[config.mk]
export PLATFORM = sky130hd
export DESIGN_NAME = vic_top
export DESIGN_NICKNAME = d
export VERILOG_FILES = /design/src/hdl/vic_pkg.sv /design/src/hdl/vic_arb.sv /design/src/hdl/vic_top.sv
export SDC_FILE = /design/constraint.sdc
export NUM_CORES = 1
export LEC_CHECK = 0
export BUFFER_PORTS_ARGS = -buffer_cell sky130_fd_sc_hd__buf_2
export CAP_MARGIN = 40
export CORE_MARGIN = 1
export CORE_UTILIZATION = 55
export CTS_BUF_LIST = sky130_fd_sc_hd__clkbuf_8
export CTS_CLUSTER_SIZE = 30
export DETAILED_ROUTE_END_ITERATION = 8
export PLACE_DENSITY = 0.77
export SKIP_CTS_REPAIR_TIMING = 1
export SYNTH_ARGS = -nofsm -noshare
export SYNTH_HDL_FRONTEND = slang
export SYNTH_SLANG_ARGS = --single-unit
[constraint.sdc]
create_clock -name clk -period 18.9 [get_ports clk]
set_input_delay 0.945 -clock clk [delete_from_list [all_inputs] [get_ports clk]]
set_output_delay 0.945 -clock clk [all_outputs]
set_load 0.1 [all_outputs]
[src/hdl/vic_pkg.sv]
// Notes on behaviour
// There are 38 vectored sources: 9 maskable events, exceptions with reset, 16 traps, 7 software.
// Each event takes one of 8 priority levels and needs both the global and its own enable.
// One global enable bit sits in the low event-enable register, per-source bits in low or high.
// Priority fields hold three bits; the effective value is that with a fourth top bit of one, except zero.
// Equal-priority requests are served in fixed arbitration rank order, rank 0 first.
// Hardware, watchdog and software resets use vector 0000 and outrank every other source.
// Hardware traps rank 1 with vectors 0004, 0008, 000C, 0010 and 0014, four bytes each.
// The sixteen software traps vector into 0040-007F, four bytes each, with rank 1.
// Event vectors are 0080, 0084, 0088, 008C, 0090, 00A0, 00A4, 00A8 and 00AC.
// Priority fields sit in bits 2-0 or 6-4 of priority registers 0, 1, 2, 4 and 5.
// Event ranks run 2 to 10: ext 0, timer 0, ext 1, timer 1, timer 2, uart0 rx/tx, uart1 rx/tx.
// Software interrupts come only from software requests, traps only from trap instructions.
// After reset release a reset exception fetches vector 0000; all vectors are 16-bit page-zero values (software interrupts here use 0100-0118).
// In idle, a pending enabled interrupt wakes the processor.
// Power-down is left by reset or by an enabled, level-sensitive external interrupt.
// The pending enabled request of highest effective priority is presented, rank breaking ties.
package vic_pkg;
  localparam int NUM_EVT = 9;
  localparam int NUM_SWI = 7;
  localparam int NUM_HWTRAP = 5;
  localparam int NUM_SWTRAP = 16;
  localparam int NUM_ARB = NUM_EVT + NUM_SWI;
  localparam int NUM_PRI_REG = 6;
  // Register byte offsets
  localparam logic [7:0] ADDR_EN_LO = 8'h00;
  localparam logic [7:0] ADDR_EN_HI = 8'h04;
  localparam logic [7:0] ADDR_PRI_BASE = 8'h08;
  localparam logic [7:0] ADDR_PRI_LAST = 8'h1C;
  localparam logic [7:0] ADDR_PRI_HOLE = 8'h14;
  localparam logic [7:0] ADDR_SWREQ = 8'h20;
  localparam logic [7:0] ADDR_SWEN = 8'h24;
  localparam logic [7:0] ADDR_EXTLVL = 8'h28;
  localparam logic [7:0] ADDR_STATUS = 8'h2C;
  localparam logic [7:0] ADDR_MASK = 8'h30;
  localparam logic [7:0] ADDR_VECTOR = 8'h34;
  // Field positions
  localparam int EN_GLOBAL_BIT = 7;
  localparam int PRI_LO_POS = 0;
  localparam int PRI_HI_POS = 4;
  localparam int ST_VEC_BIT = 0;
  localparam int ST_WAKE_BIT = 1;
  localparam int ST_RESET_BIT = 2;
  localparam int VECREG_VALID_BIT = 16;
  // Reset values
  localparam logic [7:0] EN_LO_RST = 8'h00;
  localparam logic [3:0] EN_HI_RST = 4'h0;
  localparam logic [7:0] PRI_RST = 8'h00;
  localparam logic [6:0] SWI_RST = 7'h00;
  localparam logic [1:0] EXTLVL_RST = 2'h0;
  localparam logic [2:0] STAT_RST = 3'h0;
  // Vectors
  localparam logic [15:0] VEC_RESET = 16'h0000;
  localparam logic [15:0] VEC_HWTRAP_BASE = 16'h0004;
  localparam logic [15:0] VEC_SWTRAP_BASE = 16'h0040;
  localparam logic [15:0] VEC_SWI_BASE = 16'h0100;

  typedef enum logic {ST_IDLE, ST_PRESENT} vic_state_e;
  typedef enum logic [1:0] {K_RESET, K_HWTRAP, K_SWTRAP, K_ARB} vic_kind_e;

  function automatic logic [3:0] vic_eff_pri(input logic [2:0] p);
    vic_eff_pri = (p == 3'h0) ? 4'h0 : {1'b1, p};
  endfunction

  function automatic logic [15:0] vic_evt_vec(input int i);
    case (i)
      0: vic_evt_vec = 16'h0080;
      1: vic_evt_vec = 16'h0084;
      2: vic_evt_vec = 16'h0088;
      3: vic_evt_vec = 16'h008C;
      4: vic_evt_vec = 16'h0090;
      5: vic_evt_vec = 16'h00A0;
      6: vic_evt_vec = 16'h00A4;
      7: vic_evt_vec = 16'h00A8;
      default: vic_evt_vec = 16'h00AC;
    endcase
  endfunction

  // Register holding each event's field, and whether it is the high nibble
  function automatic int vic_pri_reg(input int i);
    case (i)
      0, 1: vic_pri_reg = 0;
      2, 3: vic_pri_reg = 1;
      4: vic_pri_reg = 2;
      5, 6: vic_pri_reg = 4;
      default: vic_pri_reg = 5;
    endcase
  endfunction

  function automatic logic vic_pri_hi(input int i);
    vic_pri_hi = (i == 1) || (i == 3) || (i == 6) || (i == 8);
  endfunction
endpackage

[src/hdl/vic_arb.sv]
`timescale 1ns/10ps
`default_nettype none
module vic_arb #(
  parameter int N = 16
) (
  input wire logic [N-1:0] req,
  input wire logic [4*N-1:0] pri,
  output logic found,
  output logic [$clog2(N)-1:0] idx,
  output logic [3:0] best
);
  import vic_pkg::*;

  // A single lane leaves nothing to arbitrate and a zero-width index
  if (N < 2) begin : g_too_few
    $error("vic_arb needs at least two lanes");
  end

  // Lane order is rank order; strict greater-than keeps the lower lane on a tie
  always_comb begin
    found = 1'b0;
    idx = '0;
    best = 4'h0;
    for (int i = 0; i < N; i++) begin
      if (req[i] && (!found || pri[4*i +: 4] > best)) begin
        found = 1'b1;
        idx = i[$clog2(N)-1:0];
        best = pri[4*i +: 4];
      end
    end
  end
endmodule
`default_nettype wire

[src/hdl/vic_top.sv]
`timescale 1ns/10ps
`default_nettype none
module vic_top (
  input wire logic clk,
  input wire logic rst,
  input wire logic psel,
  input wire logic penable,
  input wire logic pwrite,
  input wire logic [7:0] paddr,
  input wire logic [31:0] pwdata,
  output logic [31:0] prdata_ff,
  output logic pready_ff,
  output logic pslverr_ff,
  input wire logic ext_irq0_flag,
  input wire logic ext_irq1_flag,
  input wire logic timer0_overflow_flag,
  input wire logic timer1_overflow_flag,
  input wire logic timer2_overflow_flag,
  input wire logic timer2_external_flag,
  input wire logic uart0_rx_flag,
  input wire logic uart0_tx_flag,
  input wire logic uart1_rx_flag,
  input wire logic uart1_tx_flag,
  input wire logic [3:0] core_pri,
  input wire logic [vic_pkg::NUM_HWTRAP-1:0] hw_trap,
  input wire logic swtrap_req,
  input wire logic [3:0] swtrap_num,
  input wire logic wdt_reset,
  input wire logic sw_reset,
  input wire logic vec_ack,
  output logic vec_valid_ff,
  output logic [15:0] vec_addr_ff,
  input wire logic idle_mode,
  input wire logic pd_mode,
  input wire logic [1:0] ext_irq_n_pin,
  output logic wake_ff,
  output logic irq_ff
);
  import vic_pkg::*;

  // Lane and trap selects are four bits wide
  if (NUM_ARB > 16 || NUM_SWTRAP > 16 || NUM_HWTRAP > 8) begin : g_bad_width
    $error("vic_top select width too narrow");
  end

  ////////////////////////////////////////////////////////////////////////////
  // Registers and pending state
  logic [7:0] en_lo_ff;
  logic [3:0] en_hi_ff;
  logic [7:0] pri_ff [NUM_PRI_REG];
  logic [6:0] swreq_ff;
  logic [6:0] swen_ff;
  logic [1:0] extlvl_ff;
  logic [2:0] status_ff;
  logic [2:0] mask_ff;
  logic [1:0] pin_s1_ff;
  logic [1:0] pin_s2_ff;
  logic rst_pend_ff;
  logic [NUM_HWTRAP-1:0] hwtrap_pend_ff;
  logic [NUM_SWTRAP-1:0] swtrap_pend_ff;
  vic_state_e state_ff;
  vic_kind_e kind_ff;
  logic [3:0] sel_ff;

  logic setup;
  logic acc_wr;
  logic hit;
  logic [31:0] rd_mux;
  logic [NUM_EVT-1:0] evt_flag;
  logic [NUM_EVT-1:0] evt_en;
  logic [NUM_ARB-1:0] arb_req;
  logic [4*NUM_ARB-1:0] arb_pri;
  logic arb_found;
  logic [3:0] arb_idx;
  logic [3:0] arb_best;
  logic cand_valid;
  vic_kind_e cand_kind;
  logic [3:0] cand_sel;
  logic [15:0] cand_vec;
  logic taken;
  logic nxt_wake;
  logic [2:0] st_set;
  logic [NUM_HWTRAP-1:0] hw_clr;
  logic [NUM_SWTRAP-1:0] sw_clr;
  logic [2:0] st_clr;
  logic taken_rst;
  logic taken_hw;
  logic taken_sw;

  ////////////////////////////////////////////////////////////////////////////
  // APB slave: no wait states, pready rises the cycle after setup
  assign setup = psel && !penable;
  assign acc_wr = psel && penable && pready_ff && pwrite && hit;

  // Priority register index from a byte offset; the hole is screened by hit
  function automatic logic [2:0] pri_index(input logic [7:0] a);
    pri_index = 3'((a - ADDR_PRI_BASE) >> 2);
  endfunction

  always_comb begin
    hit = 1'b1;
    rd_mux = 32'h0000_0000;
    case (paddr)
      ADDR_EN_LO: rd_mux[7:0] = en_lo_ff;
      ADDR_EN_HI: rd_mux[3:0] = en_hi_ff;
      ADDR_SWREQ: rd_mux[6:0] = swreq_ff;
      ADDR_SWEN: rd_mux[6:0] = swen_ff;
      ADDR_EXTLVL: rd_mux[1:0] = extlvl_ff;
      ADDR_STATUS: rd_mux[2:0] = status_ff;
      ADDR_MASK: rd_mux[2:0] = mask_ff;
      ADDR_VECTOR: rd_mux[VECREG_VALID_BIT:0] = {vec_valid_ff, vec_addr_ff};
      default: begin
        if (paddr >= ADDR_PRI_BASE && paddr <= ADDR_PRI_LAST && paddr[1:0] == 2'b00
            && paddr != ADDR_PRI_HOLE) begin
          rd_mux[7:0] = pri_ff[pri_index(paddr)] & 8'h77;
        end else begin
          hit = 1'b0;
        end
      end
    endcase
  end

  always_ff @(posedge clk) begin
    if (rst) begin
      pready_ff <= 1'b0;
      prdata_ff <= 32'h0000_0000;
      pslverr_ff <= 1'b0;
    end else begin
      pready_ff <= setup;
      if (setup) begin
        prdata_ff <= rd_mux;
        pslverr_ff <= !hit;
      end
    end
  end

  // Only the three implemented bits of each field are stored
  always_ff @(posedge clk) begin
    if (rst) begin
      en_lo_ff <= EN_LO_RST;
      en_hi_ff <= EN_HI_RST;
      swreq_ff <= SWI_RST;
      swen_ff <= SWI_RST;
      extlvl_ff <= EXTLVL_RST;
      mask_ff <= STAT_RST;
      for (int r = 0; r < NUM_PRI_REG; r++) begin
        pri_ff[r] <= PRI_RST;
      end
    end else if (acc_wr) begin
      case (paddr)
        ADDR_EN_LO: en_lo_ff <= pwdata[7:0] & 8'h9F;
        ADDR_EN_HI: en_hi_ff <= pwdata[3:0];
        ADDR_SWREQ: swreq_ff <= pwdata[6:0];
        ADDR_SWEN: swen_ff <= pwdata[6:0];
        ADDR_EXTLVL: extlvl_ff <= pwdata[1:0];
        ADDR_MASK: mask_ff <= pwdata[2:0];
        ADDR_STATUS: ;
        ADDR_VECTOR: ;
        default: pri_ff[pri_index(paddr)] <= pwdata[7:0] & 8'h77;
      endcase
    end
  end

  ////////////////////////////////////////////////////////////////////////////
  // Event and software request lanes
  assign evt_flag = {uart1_tx_flag, uart1_rx_flag, uart0_tx_flag, uart0_rx_flag,
                     timer2_overflow_flag | timer2_external_flag, timer1_overflow_flag,
                     ext_irq1_flag, timer0_overflow_flag, ext_irq0_flag};
  assign evt_en = {en_hi_ff, en_lo_ff[4], en_lo_ff[3], en_lo_ff[1], en_lo_ff[2], en_lo_ff[0]};

  always_comb begin
    arb_req = '0;
    arb_pri = '0;
    // Lanes 0..8 are events in rank order 2..10, then software 1..7
    for (int i = 0; i < NUM_EVT; i++) begin
      arb_req[i] = evt_flag[i] && evt_en[i] && en_lo_ff[EN_GLOBAL_BIT];
      arb_pri[4*i +: 4] = vic_pri_hi(i)
          ? vic_eff_pri(pri_ff[vic_pri_reg(i)][PRI_HI_POS +: 3])
          : vic_eff_pri(pri_ff[vic_pri_reg(i)][PRI_LO_POS +: 3]);
    end
    for (int n = 0; n < NUM_SWI; n++) begin
      arb_req[NUM_EVT + n] = swreq_ff[n] && swen_ff[n];
      arb_pri[4*(NUM_EVT + n) +: 4] = 4'(n + 1);
    end
  end

  vic_arb #(
    .N(NUM_ARB)
  ) u_arb (
    .req(arb_req),
    .pri(arb_pri),
    .found(arb_found),
    .idx(arb_idx),
    .best(arb_best)
  );

  ////////////////////////////////////////////////////////////////////////////
  // Source selection; exceptions and traps are not masked by core priority
  always_comb begin
    cand_valid = 1'b1;
    cand_kind = K_ARB;
    cand_sel = 4'h0;
    cand_vec = VEC_RESET;
    if (rst_pend_ff) begin
      cand_kind = K_RESET;
    end else if (|hwtrap_pend_ff) begin
      cand_kind = K_HWTRAP;
      for (int t = NUM_HWTRAP - 1; t >= 0; t--) begin
        if (hwtrap_pend_ff[t]) begin
          cand_sel = 4'(t);
        end
      end
      cand_vec = VEC_HWTRAP_BASE + {10'h000, cand_sel, 2'b00};
    end else if (|swtrap_pend_ff) begin
      cand_kind = K_SWTRAP;
      for (int t = NUM_SWTRAP - 1; t >= 0; t--) begin
        if (swtrap_pend_ff[t]) begin
          cand_sel = 4'(t);
        end
      end
      cand_vec = VEC_SWTRAP_BASE + {10'h000, cand_sel, 2'b00};
    end else begin
      cand_valid = arb_found && (arb_best > core_pri);
      cand_sel = arb_idx;
      if (arb_idx < 4'(NUM_EVT)) begin
        cand_vec = vic_evt_vec(int'(arb_idx));
      end else begin
        cand_vec = VEC_SWI_BASE + {10'h000, 4'(arb_idx - 4'(NUM_EVT)), 2'b00};
      end
    end
  end

  ////////////////////////////////////////////////////////////////////////////
  // Vector hand-off to the core
  assign taken = (state_ff == ST_PRESENT) && vec_ack;
  assign taken_rst = taken && kind_ff == K_RESET;
  assign taken_hw = taken && kind_ff == K_HWTRAP;
  assign taken_sw = taken && kind_ff == K_SWTRAP;

  always_ff @(posedge clk) begin
    if (rst) begin
      state_ff <= ST_IDLE;
      vec_valid_ff <= 1'b0;
      vec_addr_ff <= VEC_RESET;
      kind_ff <= K_RESET;
      sel_ff <= 4'h0;
    end else begin
      case (state_ff)
        ST_IDLE: begin
          if (cand_valid) begin
            state_ff <= ST_PRESENT;
            vec_valid_ff <= 1'b1;
            vec_addr_ff <= cand_vec;
            kind_ff <= cand_kind;
            sel_ff <= cand_sel;
          end
        end
        ST_PRESENT: begin
          // Choice is frozen while presented; a newer request waits for the ack
          if (vec_ack) begin
            state_ff <= ST_IDLE;
            vec_valid_ff <= 1'b0;
          end
        end
        default: begin
          state_ff <= ST_IDLE;
          vec_valid_ff <= 1'b0;
        end
      endcase
    end
  end

  ////////////////////////////////////////////////////////////////////////////
  // Pending exceptions and traps; a new request beats a same-cycle clear
  always_comb begin
    hw_clr = '0;
    sw_clr = '0;
    // Compare per bit, so a stray select never indexes past the vector
    for (int t = 0; t < NUM_HWTRAP; t++) begin
      hw_clr[t] = taken_hw && sel_ff == 4'(t);
    end
    for (int t = 0; t < NUM_SWTRAP; t++) begin
      sw_clr[t] = taken_sw && sel_ff == 4'(t);
    end
  end

  always_ff @(posedge clk) begin
    if (rst) begin
      rst_pend_ff <= 1'b1;
      hwtrap_pend_ff <= '0;
      swtrap_pend_ff <= '0;
    end else begin
      rst_pend_ff <= (rst_pend_ff && !taken_rst)
          || wdt_reset || sw_reset;
      hwtrap_pend_ff <= (hwtrap_pend_ff & ~hw_clr) | hw_trap;
      swtrap_pend_ff <= (swtrap_pend_ff & ~sw_clr)
          | (swtrap_req ? (16'h0001 << swtrap_num) : 16'h0000);
    end
  end

  ////////////////////////////////////////////////////////////////////////////
  // Wake-up: pins are asynchronous, so they are synchronised before use
  // Stages reset high, the idle level of the pins, so no false wake follows reset
  always_ff @(posedge clk) begin
    if (rst) begin
      pin_s1_ff <= 2'b11;
      pin_s2_ff <= 2'b11;
    end else begin
      pin_s1_ff <= ext_irq_n_pin;
      pin_s2_ff <= pin_s1_ff;
    end
  end

  // Edge mode cannot wake power-down since the clock is stopped there
  assign nxt_wake = (idle_mode && cand_valid)
      || (pd_mode && en_lo_ff[EN_GLOBAL_BIT]
          && ((en_lo_ff[0] && extlvl_ff[0] && !pin_s2_ff[0])
              || (en_lo_ff[1] && extlvl_ff[1] && !pin_s2_ff[1])));

  ////////////////////////////////////////////////////////////////////////////
  // Status and interrupt output
  assign st_set = {taken_rst, nxt_wake && !wake_ff, taken};
  assign st_clr = (acc_wr && paddr == ADDR_STATUS) ? pwdata[2:0] : 3'h0;

  // A set in the same cycle as its write-one-to-clear survives
  always_ff @(posedge clk) begin
    if (rst) begin
      wake_ff <= 1'b0;
      status_ff <= STAT_RST;
    end else begin
      wake_ff <= nxt_wake;
      status_ff <= (status_ff & ~st_clr) | st_set;
    end
  end

  // Level output, one cycle behind the status it reflects
  always_ff @(posedge clk) begin
    if (rst) begin
      irq_ff <= 1'b0;
    end else begin
      irq_ff <= |(status_ff & mask_ff);
    end
  end
endmodule
`default_nettype wire

; Yosys cells after proc, flatten, opt, wreduce, memory -nomap -nowiden
; Memories as Yosys holds them, arrays and structs flattened.
; Index checks and enable logic that the tools add are counted.
[word_totals]
register_bits = 103
mem_bits_rw = 36
mem_bits_ro = 32
in_bits = 76
out_inout_bits = 53
elab_cells = 363
memories = 2
[mem_list]
columns = name, depth, word_bits, read_ports, rd_clocked_by_memory_dff, write_ports, line_no
row1 = pri_ff, 6, 6, 6, 0, 6, vic_top.sv:50  ; logic [7:0] pri_ff [NUM_PRI_REG];
row2 = (name not given), 8, 4, 1, 0, 0, vic_pkg.sv:66  ; case (i)
[op_classes]
n_addsub = 5
n_lt_le_gt_ge = 19
eq_ne = 27
shift = 1
muxes = 122
bitwise = 12
n_reduce_logical = 153
[op_table]
columns = cell, count
row1 = 4-bit two-way mux, 61
row2 = 16-bit two-way mux, 6
row3 = 1-bit logical AND, 84
row4 = "8-bit by 6-bit == test with 1-bit output, second input constant", 6
row5 = 4-bit > comparator, 9
row6 = 1-bit two-way mux, 34
row7 = "4-bit == test, second input constant", 8
row8 = 3-bit zero test, 9
row9 = 1-bit zero test, 21
row10 = 3-bit two-way mux, 7
row11 = 1-bit logical OR, 19
row12 = 16-bit AND, 1
row13 = "4-bit by 3-bit == test with 1-bit output, second input constant", 4
row14 = "3-bit by 4-bit > comparator with 1-bit output, first input constant", 4
row15 = 16-bit NOT, 1
row16 = 16-bit OR, 1
row17 = 2-bit case mux with 8 select lines, 1
row18 = 2-bit AND reduction, 8
row19 = 16-bit OR reduction, 1
row20 = "1-bit by 4-bit left shift with 16-bit output, first input constant", 1
row21 = 3-bit case mux with 5 select lines, 1
row22 = 6-bit OR reduction, 2
row23 = "9-bit by 6-bit adder with 10-bit output, first input constant", 1
row24 = 9-bit two-way mux, 1
row25 = 38 further kinds, 48

; Depth between registers and ports, before layout
; Gate-level depths: netlist (run 1).
; An unclocked memory read counts as a cell.
[logic_depth]
depth_word = 73
depth_mapped = 74
mapped_depth_nobuf = 70

; Cells and area by module
; From an unflattened synthesis (run 1), not the netlist that was laid out.
[hier_totals]
cells_unflattened = 1146
area_unflattened_um2 = 9379.0
[modules_own_cells]
columns = mod, n_inst, cells_per_inst, area_per_inst_um2
row1 = vic_top, 1, 699, 6197.2
row2 = vic_arb, 1, 447, 3181.8

; Least setup slack after synthesis (run 1)
; No wires, ideal clock.
[synth_path]
path_kind = input to register
start = in ext_irq0_flag
end = reg vec_addr_ff[4]
setup_time_ns = 0.074
arrival_time_ns = 14.381
required_time_ns = 18.826
path_slack_ns = 4.445
path_stages = 72
path_buffers = 3
cell_sequence = and3_1 buf_2 o31ai_1 ha_1 and4_1 a21o_1 a21oi_2 mux2i_1 inv_1 ha_1 nor2b_1 o211ai_1 a21oi_1 o21ai_1 mux2_2 inv_1 ha_1 a21oi_1 [36 not listed] a31oi_2 nor2_1 a41oi_1 nand2_1 a211oi_1 a31oi_1 ha_1 nor2b_1 o21a_1 o21a_1 o21a_1 a2111oi_2 or2_1 buf_4 nand2_2 and3_1 a221o_1 a31oi_1
[synth_between]
elab_chain_len = 69
[synth_lines]
columns = item, line_no
row1 = "start, declared", vic_top.sv:14  ; input wire logic ext_irq0_flag,
row2 = 1-bit logical AND (*) (2 in series), vic_top.sv:176  ; arb_req[i] = evt_flag[i] && evt_en[i] && en_lo_ff[EN_GLOBAL_BIT];
row3 = 4-bit two-way mux or 1-bit two-way mux (tied branches), vic_arb.sv:25  ; if (req[i] && (!found || pri[4*i +: 4] > best)) begin
row4 = 4-bit > comparator or 1-bit zero test (tied branches), vic_arb.sv:25
row5 = 1-bit logical OR, vic_arb.sv:25
row6 = 1-bit logical AND, vic_arb.sv:25
row7 = 4-bit two-way mux or 1-bit two-way mux (tied branches), vic_arb.sv:25
row8 = 4-bit > comparator or 1-bit zero test (tied branches), vic_arb.sv:25
row9 = 1-bit logical OR, vic_arb.sv:25
row10 = [52 not listed], --
row11 = 1-bit logical AND, vic_arb.sv:25
row12 = 4-bit two-way mux, vic_arb.sv:25
row13 = "4-bit subtractor, or another cell as far along", vic_top.sv:228  ; cand_vec = VEC_SWI_BASE + {10'h000, 4'(arb_idx - 4'(NUM_EVT)), 2'b00};
row14 = "9-bit by 6-bit adder with 10-bit output, or another cell as far along", vic_top.sv:228
row15 = 16-bit two-way mux or 1-bit two-way mux (tied branches), "vic_top.sv:225, vic_top.sv:214"
row16 = 16-bit two-way mux or 1-bit two-way mux (tied branches), "vic_top.sv:214, vic_top.sv:206"
row17 = 16-bit two-way mux or 1-bit two-way mux (tied branches), "vic_top.sv:206, vic_top.sv:204"
row18 = 16-bit two-way mux or 2-bit AND reduction (tied branches), --
row19 = "end signal, assigned", vic_top.sv:253  ; vec_addr_ff <= cand_vec;
row20 = "end, declared", vic_top.sv:32  ; output logic [15:0] vec_addr_ff,
; Mark *: on every way between the ends. The rest lies on a longest branch, timed or not.
; A chain may end at the register's enable or synchronous reset.

; Worst setup path in the final report (run 1)
[layout_path]
start = reg en_lo_ff[7]
end = reg vec_addr_ff[4]
[layout_between]
elab_chain_len = 68
[layout_lines]
columns = item, line_no
row1 = "start, declared", vic_top.sv:48  ; logic [7:0] en_lo_ff;
row2 = "start signal, assigned", vic_top.sv:151  ; ADDR_EN_LO: en_lo_ff <= pwdata[7:0] & 8'h9F;
row3 = 1-bit logical AND, vic_top.sv:176
row4 = 4-bit two-way mux or 1-bit two-way mux (tied branches), vic_arb.sv:25
row5 = 4-bit > comparator or 1-bit zero test (tied branches), vic_arb.sv:25
row6 = 1-bit logical OR, vic_arb.sv:25
row7 = 1-bit logical AND, vic_arb.sv:25
row8 = 4-bit two-way mux or 1-bit two-way mux (tied branches), vic_arb.sv:25
row9 = 4-bit > comparator or 1-bit zero test (tied branches), vic_arb.sv:25
row10 = 1-bit logical OR, vic_arb.sv:25
row11 = [52 not listed], --
row12 = 1-bit logical AND, vic_arb.sv:25
row13 = 4-bit two-way mux, vic_arb.sv:25
row14 = "4-bit subtractor, or another cell as far along", vic_top.sv:228
row15 = "9-bit by 6-bit adder with 10-bit output, or another cell as far along", vic_top.sv:228
row16 = 16-bit two-way mux or 1-bit two-way mux (tied branches), "vic_top.sv:225, vic_top.sv:214"
row17 = 16-bit two-way mux or 1-bit two-way mux (tied branches), "vic_top.sv:214, vic_top.sv:206"
row18 = 16-bit two-way mux or 1-bit two-way mux (tied branches), "vic_top.sv:206, vic_top.sv:204"
row19 = 16-bit two-way mux or 2-bit AND reduction (tied branches), --
; Several ways; a longest one is shown, not always the timed one.

==> results of run 1 <==
-- registers in the layout (all words and copies together), names as in the netlist, 2 cells and up --
register,cells
mask_ff,3
kind_ff,2
pin_s2_ff,2
prdata_ff,10
status_ff,3
swreq_ff,7
en_lo_ff,6
vec_addr_ff,7
pri_ff,48
hwtrap_pend_ff,5
swen_ff,7
sel_ff,4
en_hi_ff,4
pin_s1_ff,2
extlvl_ff,2
swtrap_pend_ff,16
-- final cells by class --
cell class,count,area [um^2]
fillers,1322,5840
multi-input cells,749,4970
flip-flops and latches,135,3180
repair buffers,78,403
well taps,188,235
clock buffers,17,234
clock inverters,15,180
inverters,42,158
-- per-layer routing --
metal | part of all wire [%] | vias to the layer above | global-route usage (%)
met4 | 1.5 | 0 | 8.61
li1 | - | 3579 | -
met3 | 8.1 | 34 | 4.68
met1 | 45 | 3600 | 40.7
met5 | 0 | - | 0
met2 | 45 | 365 | 44.5
-- power groups by stage --
stage               Sequential, W  Clock, W  Combinational (W)
finish                   0.000314  0.000252          0.0000945
global route             0.000314  0.000265           0.000101
CTS                      0.000313  0.000254          0.0000936
detailed placement       0.000320         0          0.0000933
global placement         0.000320         0          0.0000923
floorplan                0.000329         0          0.0000694
-- critical path: cells and delay by family, from the launching register on --
kind	cells	cell delay, ns
buffers and inverters	5	0.54
AOI/OAI and AO/OA	36	8.26
DFF	1	0.79
and+or+nand+nor	16	3.17
adders and majority gates	9	2.68
muxes	4	1.60
-- through the flow --
stage / utilization (%) / power [W]
after floorplan: - / 0.000398
after global placement: 58.7 / 0.000412
after detailed placement: 58.8 / 0.000413
after CTS: 61.5 / 0.000661
after global routing: 61.6 / 0.000681
final: 61.6 / 0.000660
-- cells by family after synthesis --
family	Yosys count	share of synthesized area (%)
buffers and inverters	121	6.90
adders and majority gates	42	6.14
DFF	135	37.2
AOI/OAI and AO/OA	253	20.9
muxes	51	7.91
other	1	0.0438
and+or+nand+nor	354	20.9
-- placed cells by master, fill, tap and decap left out, types with 13 or more instances in the layout --
master	count
nor2_1	88
dfxtp_1	87
nand2_1	85
a21oi_1	78
buf_2	72
conb_1	49
edfxtp_1	48
inv_1	42
ha_1	42
nand3_1	40
o21ai_0	39
and2_1	33
mux2i_1	29
nor3_1	19
clkbuf_8	17
o211ai_1	13
-- cell usage after synthesis, types with 19 or more instances --
cell type / instances / area, um^2
mux2i_1: 29 / 290
nor3_1: 19 / 95.1
edfxtp_1: 48 / 1440
dfxtp_1: 87 / 1740
clkbuf_1: 39 / 146
nand3_1: 40 / 200
and2_1: 33 / 206
nor2_1: 88 / 330
a21oi_1: 78 / 390
buf_4: 34 / 255
inv_1: 42 / 158
o21ai_0: 39 / 195
ha_1: 42 / 526
nand2_1: 85 / 319
-- how the worst max path moves through the flow --
stage                  start              to  slack (ns)  cells after the start
2_1_floorplan  ext_irq0_flag  vec_addr_ff[4]        4.45                     72
3_3_place_gp   ext_irq0_flag  vec_addr_ff[4]        1.68                     70
3_5_place_dp   ext_irq0_flag  vec_addr_ff[4]        1.86                     71
4_1_cts          en_lo_ff[7]  vec_addr_ff[4]        1.96                     70
5_1_grt          en_lo_ff[7]  vec_addr_ff[4]        0.32                     71
6_report         en_lo_ff[7]  vec_addr_ff[4]        1.76                     70
==> reports/results.txt, run 1 <==
n_diodes -> 0
worst r2r dst -> vec_addr_ff[4]
Total Routing Usage GR -> 28.5%
CTS sink cnt -> 135
Clk pwr share -> 38.2%
crit path DAT -> 17.53 ns
Max Cap Viol -> 0
P_int -> 0.000452 W
Hold Path Class -> reg -> reg
DRC Markers -> 0
total negative slack -> 0 ns
IO buf count -> 73
CP max-delay cell -> dfxtp_1
CTS max path bufs -> 2
crit end category -> register
crit path max fanout -> 20
Final #Nets -> 1141
first-pass GRT wire length -> 35600 um
DIE AREA -> 16100 um^2
Post-Route Skew -> 0.0143 ns
logic gate share of total power -> 14.3%
DP HPWL -> 16700 um
Final setup violation count -> 0
fin crit share -> 90.7%
post-synthesis sequential area ratio -> 37.2%
Startpoint Class -> register
largest net degree at the start of global routing -> 67
RSZ-0062 raised after global routing -> false
Placed Area -> 8940 um^2
fin. max-slew vios -> 0
Die Y-Extent -> 127 um
CP peak stage delay -> 0.79 ns
Final Hold Fails -> 0
row count -> 45
post-layout worst setup margin -> 1.76 ns
post-route cell area -> 9360 um^2
Max H-tree Level -> 4
leakage -> 3.92 nW
Sw Share -> 31.4%
initial antenna violation count -> 0
P_sw -> 0.000207 W
Max-slew headroom -> 33.6%
worst path required time -> 19.29 ns
maximum clock frequency -> 0.0583 GHz
wire length per cell -> 18.2 um
Slew @ Worst Pin -> 0.993 ns
r2r worst-path depth -> 70
Syn Area/Cell -> 8.95 um^2
CP most frequent cell -> ha_1
CTS tree -> done
total wire length -> 22300 um
area of the mapped netlist -> 8560 um^2
PD cells -> 70.5 nW/um^2
WS Path Type -> reg -> reg
routed vias -> 7578
Area Growth Syn to Fin -> 9.34%
Worst R2R Start -> en_lo_ff[7]
async set-reset flop share out of synthesis -> 0%
dpl cells -> 1191
clk_lat worst skew -> 0.46 ns
Reg power frac -> 47.5%
Main synth FF type -> dfxtp_1
core footprint -> 15200 um^2
Hold Path Cell Cnt -> 1
initial DRC count -> 776
run status -> finished, final reports clean
Netlist cell types -> 92
Worst-path clk slew -> 0.09 ns
hold endpoint -> pin_s2_ff[1]
root buf cell -> clkbuf_8
Ys Warns -> 0
io pins -> 129
TritonCTS buffer count -> 17
grt ovf -> 0
Die W -> 127 um
post-route insts no fill -> 1224
DR pass1 iterations -> 6
number of enable flip-flop cells after synthesis -> 48
routability cong. -> 0.908
share of cells above drive strength 1 -> 17.0%
Final Critical Period -> 17.14 ns
R2R setup slack -> 1.76 ns
FF+latch count, synth -> 135
vias in the first global route -> 6901
Synth Instances -> 957
Post-DRT Antenna Nets -> 0
VDD IR max -> 0.0589 mV
Initial Utilization -> 56.3%
Vias/cell -> 6.19
worst hold slack -> 0.416 ns
worst hold start -> pin_s1_ff[1]
pre-CTS WS -> 1.86 ns
Power figures use the tool's default switching activity.
==> run 2, diff against run 1 <==
--- a/config.mk
+++ b/config.mk
@@ -13,6 +13,7 @@
 export CTS_CLUSTER_SIZE = 30
 export DETAILED_ROUTE_END_ITERATION = 8
 export PLACE_DENSITY = 0.77
+export REMOVE_ABC_BUFFERS = 1
 export SKIP_CTS_REPAIR_TIMING = 1
 export SYNTH_ARGS = -nofsm -noshare
 export SYNTH_HDL_FRONTEND = slang
==> run 2 against run 1 <==
Effect of this change: global-route usage increased by 0.31 points; highest routed layer unchanged; first-iteration DRC count fell by 11%; design area is essentially flat; largest power group unchanged; clock power decreased by 3%.
==> reports/results.txt, run 2 (synthesized netlist as in run 1, its figures left out) <==
run status -> finished, final reports clean
grt ovf -> 0 (unchanged)
register with the most flip-flops -> pri_ff
fin. max-slew vios -> 0 (unchanged)
routability cong. -> 0.901 (-0.82%)
vias in the first global route -> 7052 (+2.2%)
DRC Markers -> 0 (unchanged)
count of fill cells added during filler insertion -> 1278 (-3.3%)
Post-Route Skew -> 0.0105 ns (-0.00379 ns)
CTS tree -> done
crit path max fanout -> 20 (unchanged)
Max H-tree Level -> 4 (unchanged)
area of the multi-input gates -> 4970 um^2 (unchanged)
clk_lat worst skew -> 0.45 ns (about the same)
Max-slew headroom -> 39.3% (+5.8 points)
VDD IR max -> 0.0567 mV (-3.7%)
RSZ-0062 raised after global routing -> false
Area Growth Syn to Fin -> 9.25% (about the same)
root buf cell -> clkbuf_8
Final setup violation count -> 0 (unchanged)
Slew @ Worst Pin -> 0.903 ns (-0.0898 ns)
row count -> 45 (unchanged)
worst path required time -> 19.28 ns (about the same)
total negative slack -> 0 ns (unchanged)
core footprint -> 15200 um^2 (unchanged)
wire length per cell -> 18.3 um (+0.16%)
CTS sink cnt -> 135 (unchanged)
GRT Max-Usage Layer -> met2
PD cells -> 69.7 nW/um^2 (-1.1%)
post-route cell area -> 9350 um^2 (about the same)
first-pass GRT wire length -> 36100 um (+1.2%)
total wire length -> 22300 um (about the same)
Total Routing Usage GR -> 28.8% (+0.31 points)
fin crit share -> 91.4% (+0.73 points)
leakage -> 3.91 nW (-0.25%)
Die W -> 127 um (unchanged)
crit path DAT -> 17.66 ns (+0.13 ns)
Vias/cell -> 6.20 (+0.16%)
share of cells above drive strength 1 -> 16.9% (-0.080 points)
CTS max path bufs -> 2 (unchanged)
Seq. cell area -> 3180 um^2 (unchanged)
initial antenna violation count -> 0 (unchanged)
Placed Area -> 8940 um^2 (unchanged)
Hold Path Class -> reg -> reg
routed vias -> 7584 (+0.079%)
Max Cap Viol -> 0 (unchanged)
DR pass1 iterations -> 7 (+1)
Final #Nets -> 1140 (-0.088%)
met3 Track Usage GR -> 5.31% (+0.63 points)
Final Critical Period -> 17.28 ns (+0.139 ns)
initial DRC count -> 688 (-11%)
crit end category -> register
most common cell after layout, fill and taps aside -> nor2_1
Final Hold Fails -> 0 (unchanged)
most frequent cells in the layout -> nor2_1, dfxtp_1, nand2_1
maximum clock frequency -> 0.0579 GHz (-0.80%)
CP peak stage delay -> 0.88 ns (+0.09 ns)
io pins -> 129 (unchanged)
DIE AREA -> 16100 um^2 (unchanged)
GR Layer Usage met1 -> 39.0% (-1.7 points)
largest net degree at the start of global routing -> 71 (+6.0%)
TritonCTS buffer count -> 17 (unchanged)
IO buf count -> 73 (unchanged)
n_diodes -> 0 (unchanged)
Die Y-Extent -> 127 um (unchanged)
CP most frequent cell -> ha_1
met2 usage -> 46.2% (+1.8 points)
WS Path Type -> reg -> reg
Startpoint Class -> register
Worst-path clk slew -> 0.09 ns (about the same)
Overall Power -> 0.000652 W (-1.2%)
CP max-delay cell -> dfxtp_1
max reg flops -> 48 (unchanged)
Post-DRT Antenna Nets -> 0 (unchanged)
Initial Utilization -> 56.3% (unchanged)
DP HPWL -> 16800 um (+0.35%)
biggest regs -> pri_ff (48), swtrap_pend_ff (16), prdata_ff (10)
run 2: cell count changes in the layout (fill, tap and decap cells not counted):
cell,before,now
clkbuf_2,1,0
bufinv_16,2,1
inv_6,6,5
clkinvlp_4,1,2
clkinv_4,3,0
inv_8,3,5
clkinv_8,0,2
run 2: worst paths after layout:
check	start	endpoint	slack [ns]	depth (start not counted)
min	pin_s1_ff[1]	pin_s2_ff[1]	0.42	1
max	en_lo_ff[7]	vec_addr_ff[4]	1.62	70
min reg2reg	pin_s1_ff[1]	pin_s2_ff[1]	0.42	1
max reg2reg	en_lo_ff[7]	vec_addr_ff[4]	1.62	70
run 2: report_power, final:
part	total, W	internal [W]	switching (W)
registers	0.000313	0.000308	0.00000591
logic	0.0000948	0.0000221	0.0000727
clock network	0.000244	0.000112	0.000131
total	0.000652	0.000442	0.000210
run 2: stage by stage:
step	util [%]	setup WS, ns	hold WS, ns	instances
6_report	61.5	1.62	0.418	1223
5_1_grt	61.5	0.110	0.433	1223
4_1_cts	61.5	1.80	0.421	1223
3_5_place_dp	58.8	1.77	0.397	1191
3_3_place_gp	58.7	1.83	0.392	1189
2_1_floorplan	-	4.00	0.389	926
run 2: per-layer routing:
| metal | share of wire, % | vias to the layer above |
|---|---|---|
| met5 | 0 | - |
| met4 | 2.5 | 0 |
| met3 | 8.5 | 51 |
| met2 | 47 | 327 |
| met1 | 42 | 3634 |
| li1 | - | 3572 |
run 2: critical path, delay by kind of cell (launching register included):
kind / cells / cell delay, ns
compound gates: 38 / 8.80
simple gates: 15 / 3.11
flops: 1 / 0.88
fa+ha+maj: 9 / 2.68
mux: 3 / 1.19
buf+inv: 5 / 0.54
run 2: cell type report:
| type | instances | area share, % |
|---|---|---|
| multi-input cells | 749 | 53.1 |
| flip-flops and latches | 135 | 34.0 |
| repair buffers | 77 | 4.25 |
| well taps | 188 | 2.52 |
| clock buffers | 17 | 2.50 |
| clock inverters | 15 | 1.90 |
| inverters | 42 | 1.69 |
==> run 3, diff against run 2 <==
--- a/config.mk
+++ b/config.mk
@@ -7,7 +7,7 @@
 export LEC_CHECK = 0
 export BUFFER_PORTS_ARGS = -buffer_cell sky130_fd_sc_hd__buf_2
 export CAP_MARGIN = 40
-export CORE_MARGIN = 1
+export CORE_MARGIN = 2
 export CORE_UTILIZATION = 55
 export CTS_BUF_LIST = sky130_fd_sc_hd__clkbuf_8
 export CTS_CLUSTER_SIZE = 30
==> run 3 against run 2 <==
Effect of this change: worst setup slack improved by 0.23 ns; wire length fell by 1.2%; critical path depth rose by 1; combinational power is essentially flat.
==> reports/results.txt, run 3 (synthesized netlist as in run 1, its figures left out) <==
run status -> finished, final reports clean
CTS max path bufs -> 2 (unchanged)
Final #Nets -> 1141 (+0.088%)
vias in the first global route -> 6881 (-2.4%)
Area Growth Syn to Fin -> 8.86%
crit path DAT -> 17.44 ns (-0.22 ns)
Crit path max-delay family -> compound AO/OA/AOI/OAI gates
fin crit share -> 90.2% (-1.2 points)
CP peak stage delay -> 0.87 ns (about the same)
crit end category -> register
share of cells above drive strength 1 -> 16.9% (about the same)
RSZ-0062 raised after global routing -> false
Max H-tree Level -> 4 (unchanged)
WS Path Type -> reg -> reg
total wire length -> 22100 um (-1.2%)
Placed Area -> 8940 um^2 (unchanged)
grt ovf -> 0 (unchanged)
VDD IR max -> 0.0626 mV (+10%)
initial DRC count -> 739 (+7.4%)
Final setup violation count -> 0 (unchanged)
Total Routing Usage GR -> 27.2% (-1.7 points)
Hold Path Cell Cnt -> 1 (unchanged)
CTS sink cnt -> 135 (unchanged)
Die W -> 129 um (+1.6%)
crit path max fanout -> 20 (unchanged)
Startpoint Class -> register
r2r worst-path depth -> 71 (+1.4%)
Post-DRT Antenna Nets -> 0 (unchanged)
core footprint -> 15200 um^2 (unchanged)
most frequent cells in the layout -> nor2_1, dfxtp_1, nand2_1
top layer in use -> met4
register with the most flip-flops -> pri_ff
critical path depth in cells -> 71 (+1.4%)
CP max-delay cell -> dfxtp_1
CP bufs+invs -> 5 (unchanged)
first-pass GRT wire length -> 35200 um (-2.4%)
Vias/cell -> 6.15 (-0.77%)
count of fill cells added during filler insertion -> 1331 (+4.1%)
routed vias -> 7532 (-0.69%)
biggest regs -> pri_ff (48), swtrap_pend_ff (16), prdata_ff (10)
Post-Route Skew -> 0.00986 ns (-0.000632 ns)
Max Cap Viol -> 0 (unchanged)
Max-slew headroom -> 36.6% (-2.7 points)
DR WL met2 -> 10100 um (-3.7%)
DIE AREA -> 16600 um^2 (+3.2%)
routability cong. -> 0.934 (+3.8%)
DRC Markers -> 0 (unchanged)
PD cells -> 68.0 nW/um^2 (-2.5%)
total negative slack -> 0 ns (unchanged)
worst path required time -> 19.29 ns (about the same)
Die Y-Extent -> 129 um (+1.6%)
root buf cell -> clkbuf_8
wire length per cell -> 18.0 um (-1.2%)
Final Critical Period -> 17.04 ns (-0.235 ns)
Hold Path Class -> reg -> reg
Worst-path clk slew -> 0.09 ns (about the same)
R2R setup slack -> 1.86 ns (+0.23 ns)
leakage -> 3.89 nW (-0.32%)
initial antenna violation count -> 0 (unchanged)
Initial Utilization -> 56.3% (unchanged)
TritonCTS buffer count -> 17 (unchanged)
Overall Power -> 0.000634 W (-2.8%)
largest net degree at the start of global routing -> 63 (-11%)
DP HPWL -> 16800 um (about the same)
io pins -> 129 (unchanged)
fin. max-slew vios -> 0 (unchanged)
DR pass1 iterations -> 5 (-2)
Final Hold Fails -> 0 (unchanged)
clk_lat worst skew -> 0.46 ns (about the same)
most common cell after layout, fill and taps aside -> nor2_1
IO buf count -> 73 (unchanged)
max reg flops -> 48 (unchanged)
post-route cell area -> 9320 um^2 (-0.36%)
row count -> 45 (unchanged)
CTS tree -> done
Slew @ Worst Pin -> 0.943 ns (+0.0403 ns)
Metal-1 WL -> 9710 um (+3.0%)
met3 wire length -> 1690 um (-11%)
CP most frequent cell -> ha_1
maximum clock frequency -> 0.0587 GHz (+1.4%)
n_diodes -> 0 (unchanged)
## run 3: routing by layer
| layer | GRT usage [%] | vias to the layer above |
|---|---|---|
| li1 | - | 3584 |
| met4 | 10.0 | 0 |
| met2 | 42.9 | 323 |
| met5 | 0 | - |
| met1 | 37.6 | 3571 |
| met3 | 4.82 | 54 |
## run 3: worst paths after layout
check          startpoint             end
max           en_lo_ff[7]  vec_addr_ff[5]
min          pin_s1_ff[1]    pin_s2_ff[1]
max reg2reg   en_lo_ff[7]  vec_addr_ff[5]
min reg2reg  pin_s1_ff[1]    pin_s2_ff[1]
## run 3: per-stage QoR
stage / cells / util, % / hold WS (ns) / setup slack, ns
after floorplan: 926 / - / 0.389 / 4.00
after global placement: 1188 / 58.7 / 0.393 / 1.85
after detailed placement: 1191 / 58.8 / 0.401 / 2.01
after CTS: 1223 / 61.3 / 0.425 / 2.00
after global routing: 1224 / 61.3 / 0.431 / 0.558
final: 1224 / 61.3 / 0.416 / 1.86
## run 3: final cells by class
| cell class | instances | area [um^2] | share of cell area, % |
|---|---|---|---|
| repair buffers | 78 | 403 | 4.32 |
| clock buffers | 17 | 234 | 2.51 |
| well taps | 188 | 235 | 2.52 |
| multi-input cells | 749 | 4970 | 53.3 |
| flip-flops and latches | 135 | 3180 | 34.2 |
| inverters | 42 | 158 | 1.69 |
| clock inverters | 15 | 139 | 1.49 |
## run 3: power breakdown
part	switching [W]	total, W	internal, W
clock	0.000130	0.000226	0.0000961
combinational	0.0000726	0.0000947	0.0000221
sequential	0.00000579	0.000313	0.000308
total	0.000208	0.000634	0.000426
## run 3: worst reg2reg max path, delay by kind of cell (launching register included)
kind,cells,cell delay (ns)
compound gates,40,8.47
fa+ha+maj,9,2.64
buf+inv,5,0.51
flops,1,0.87
mux,3,1.16
simple gates,14,3.32
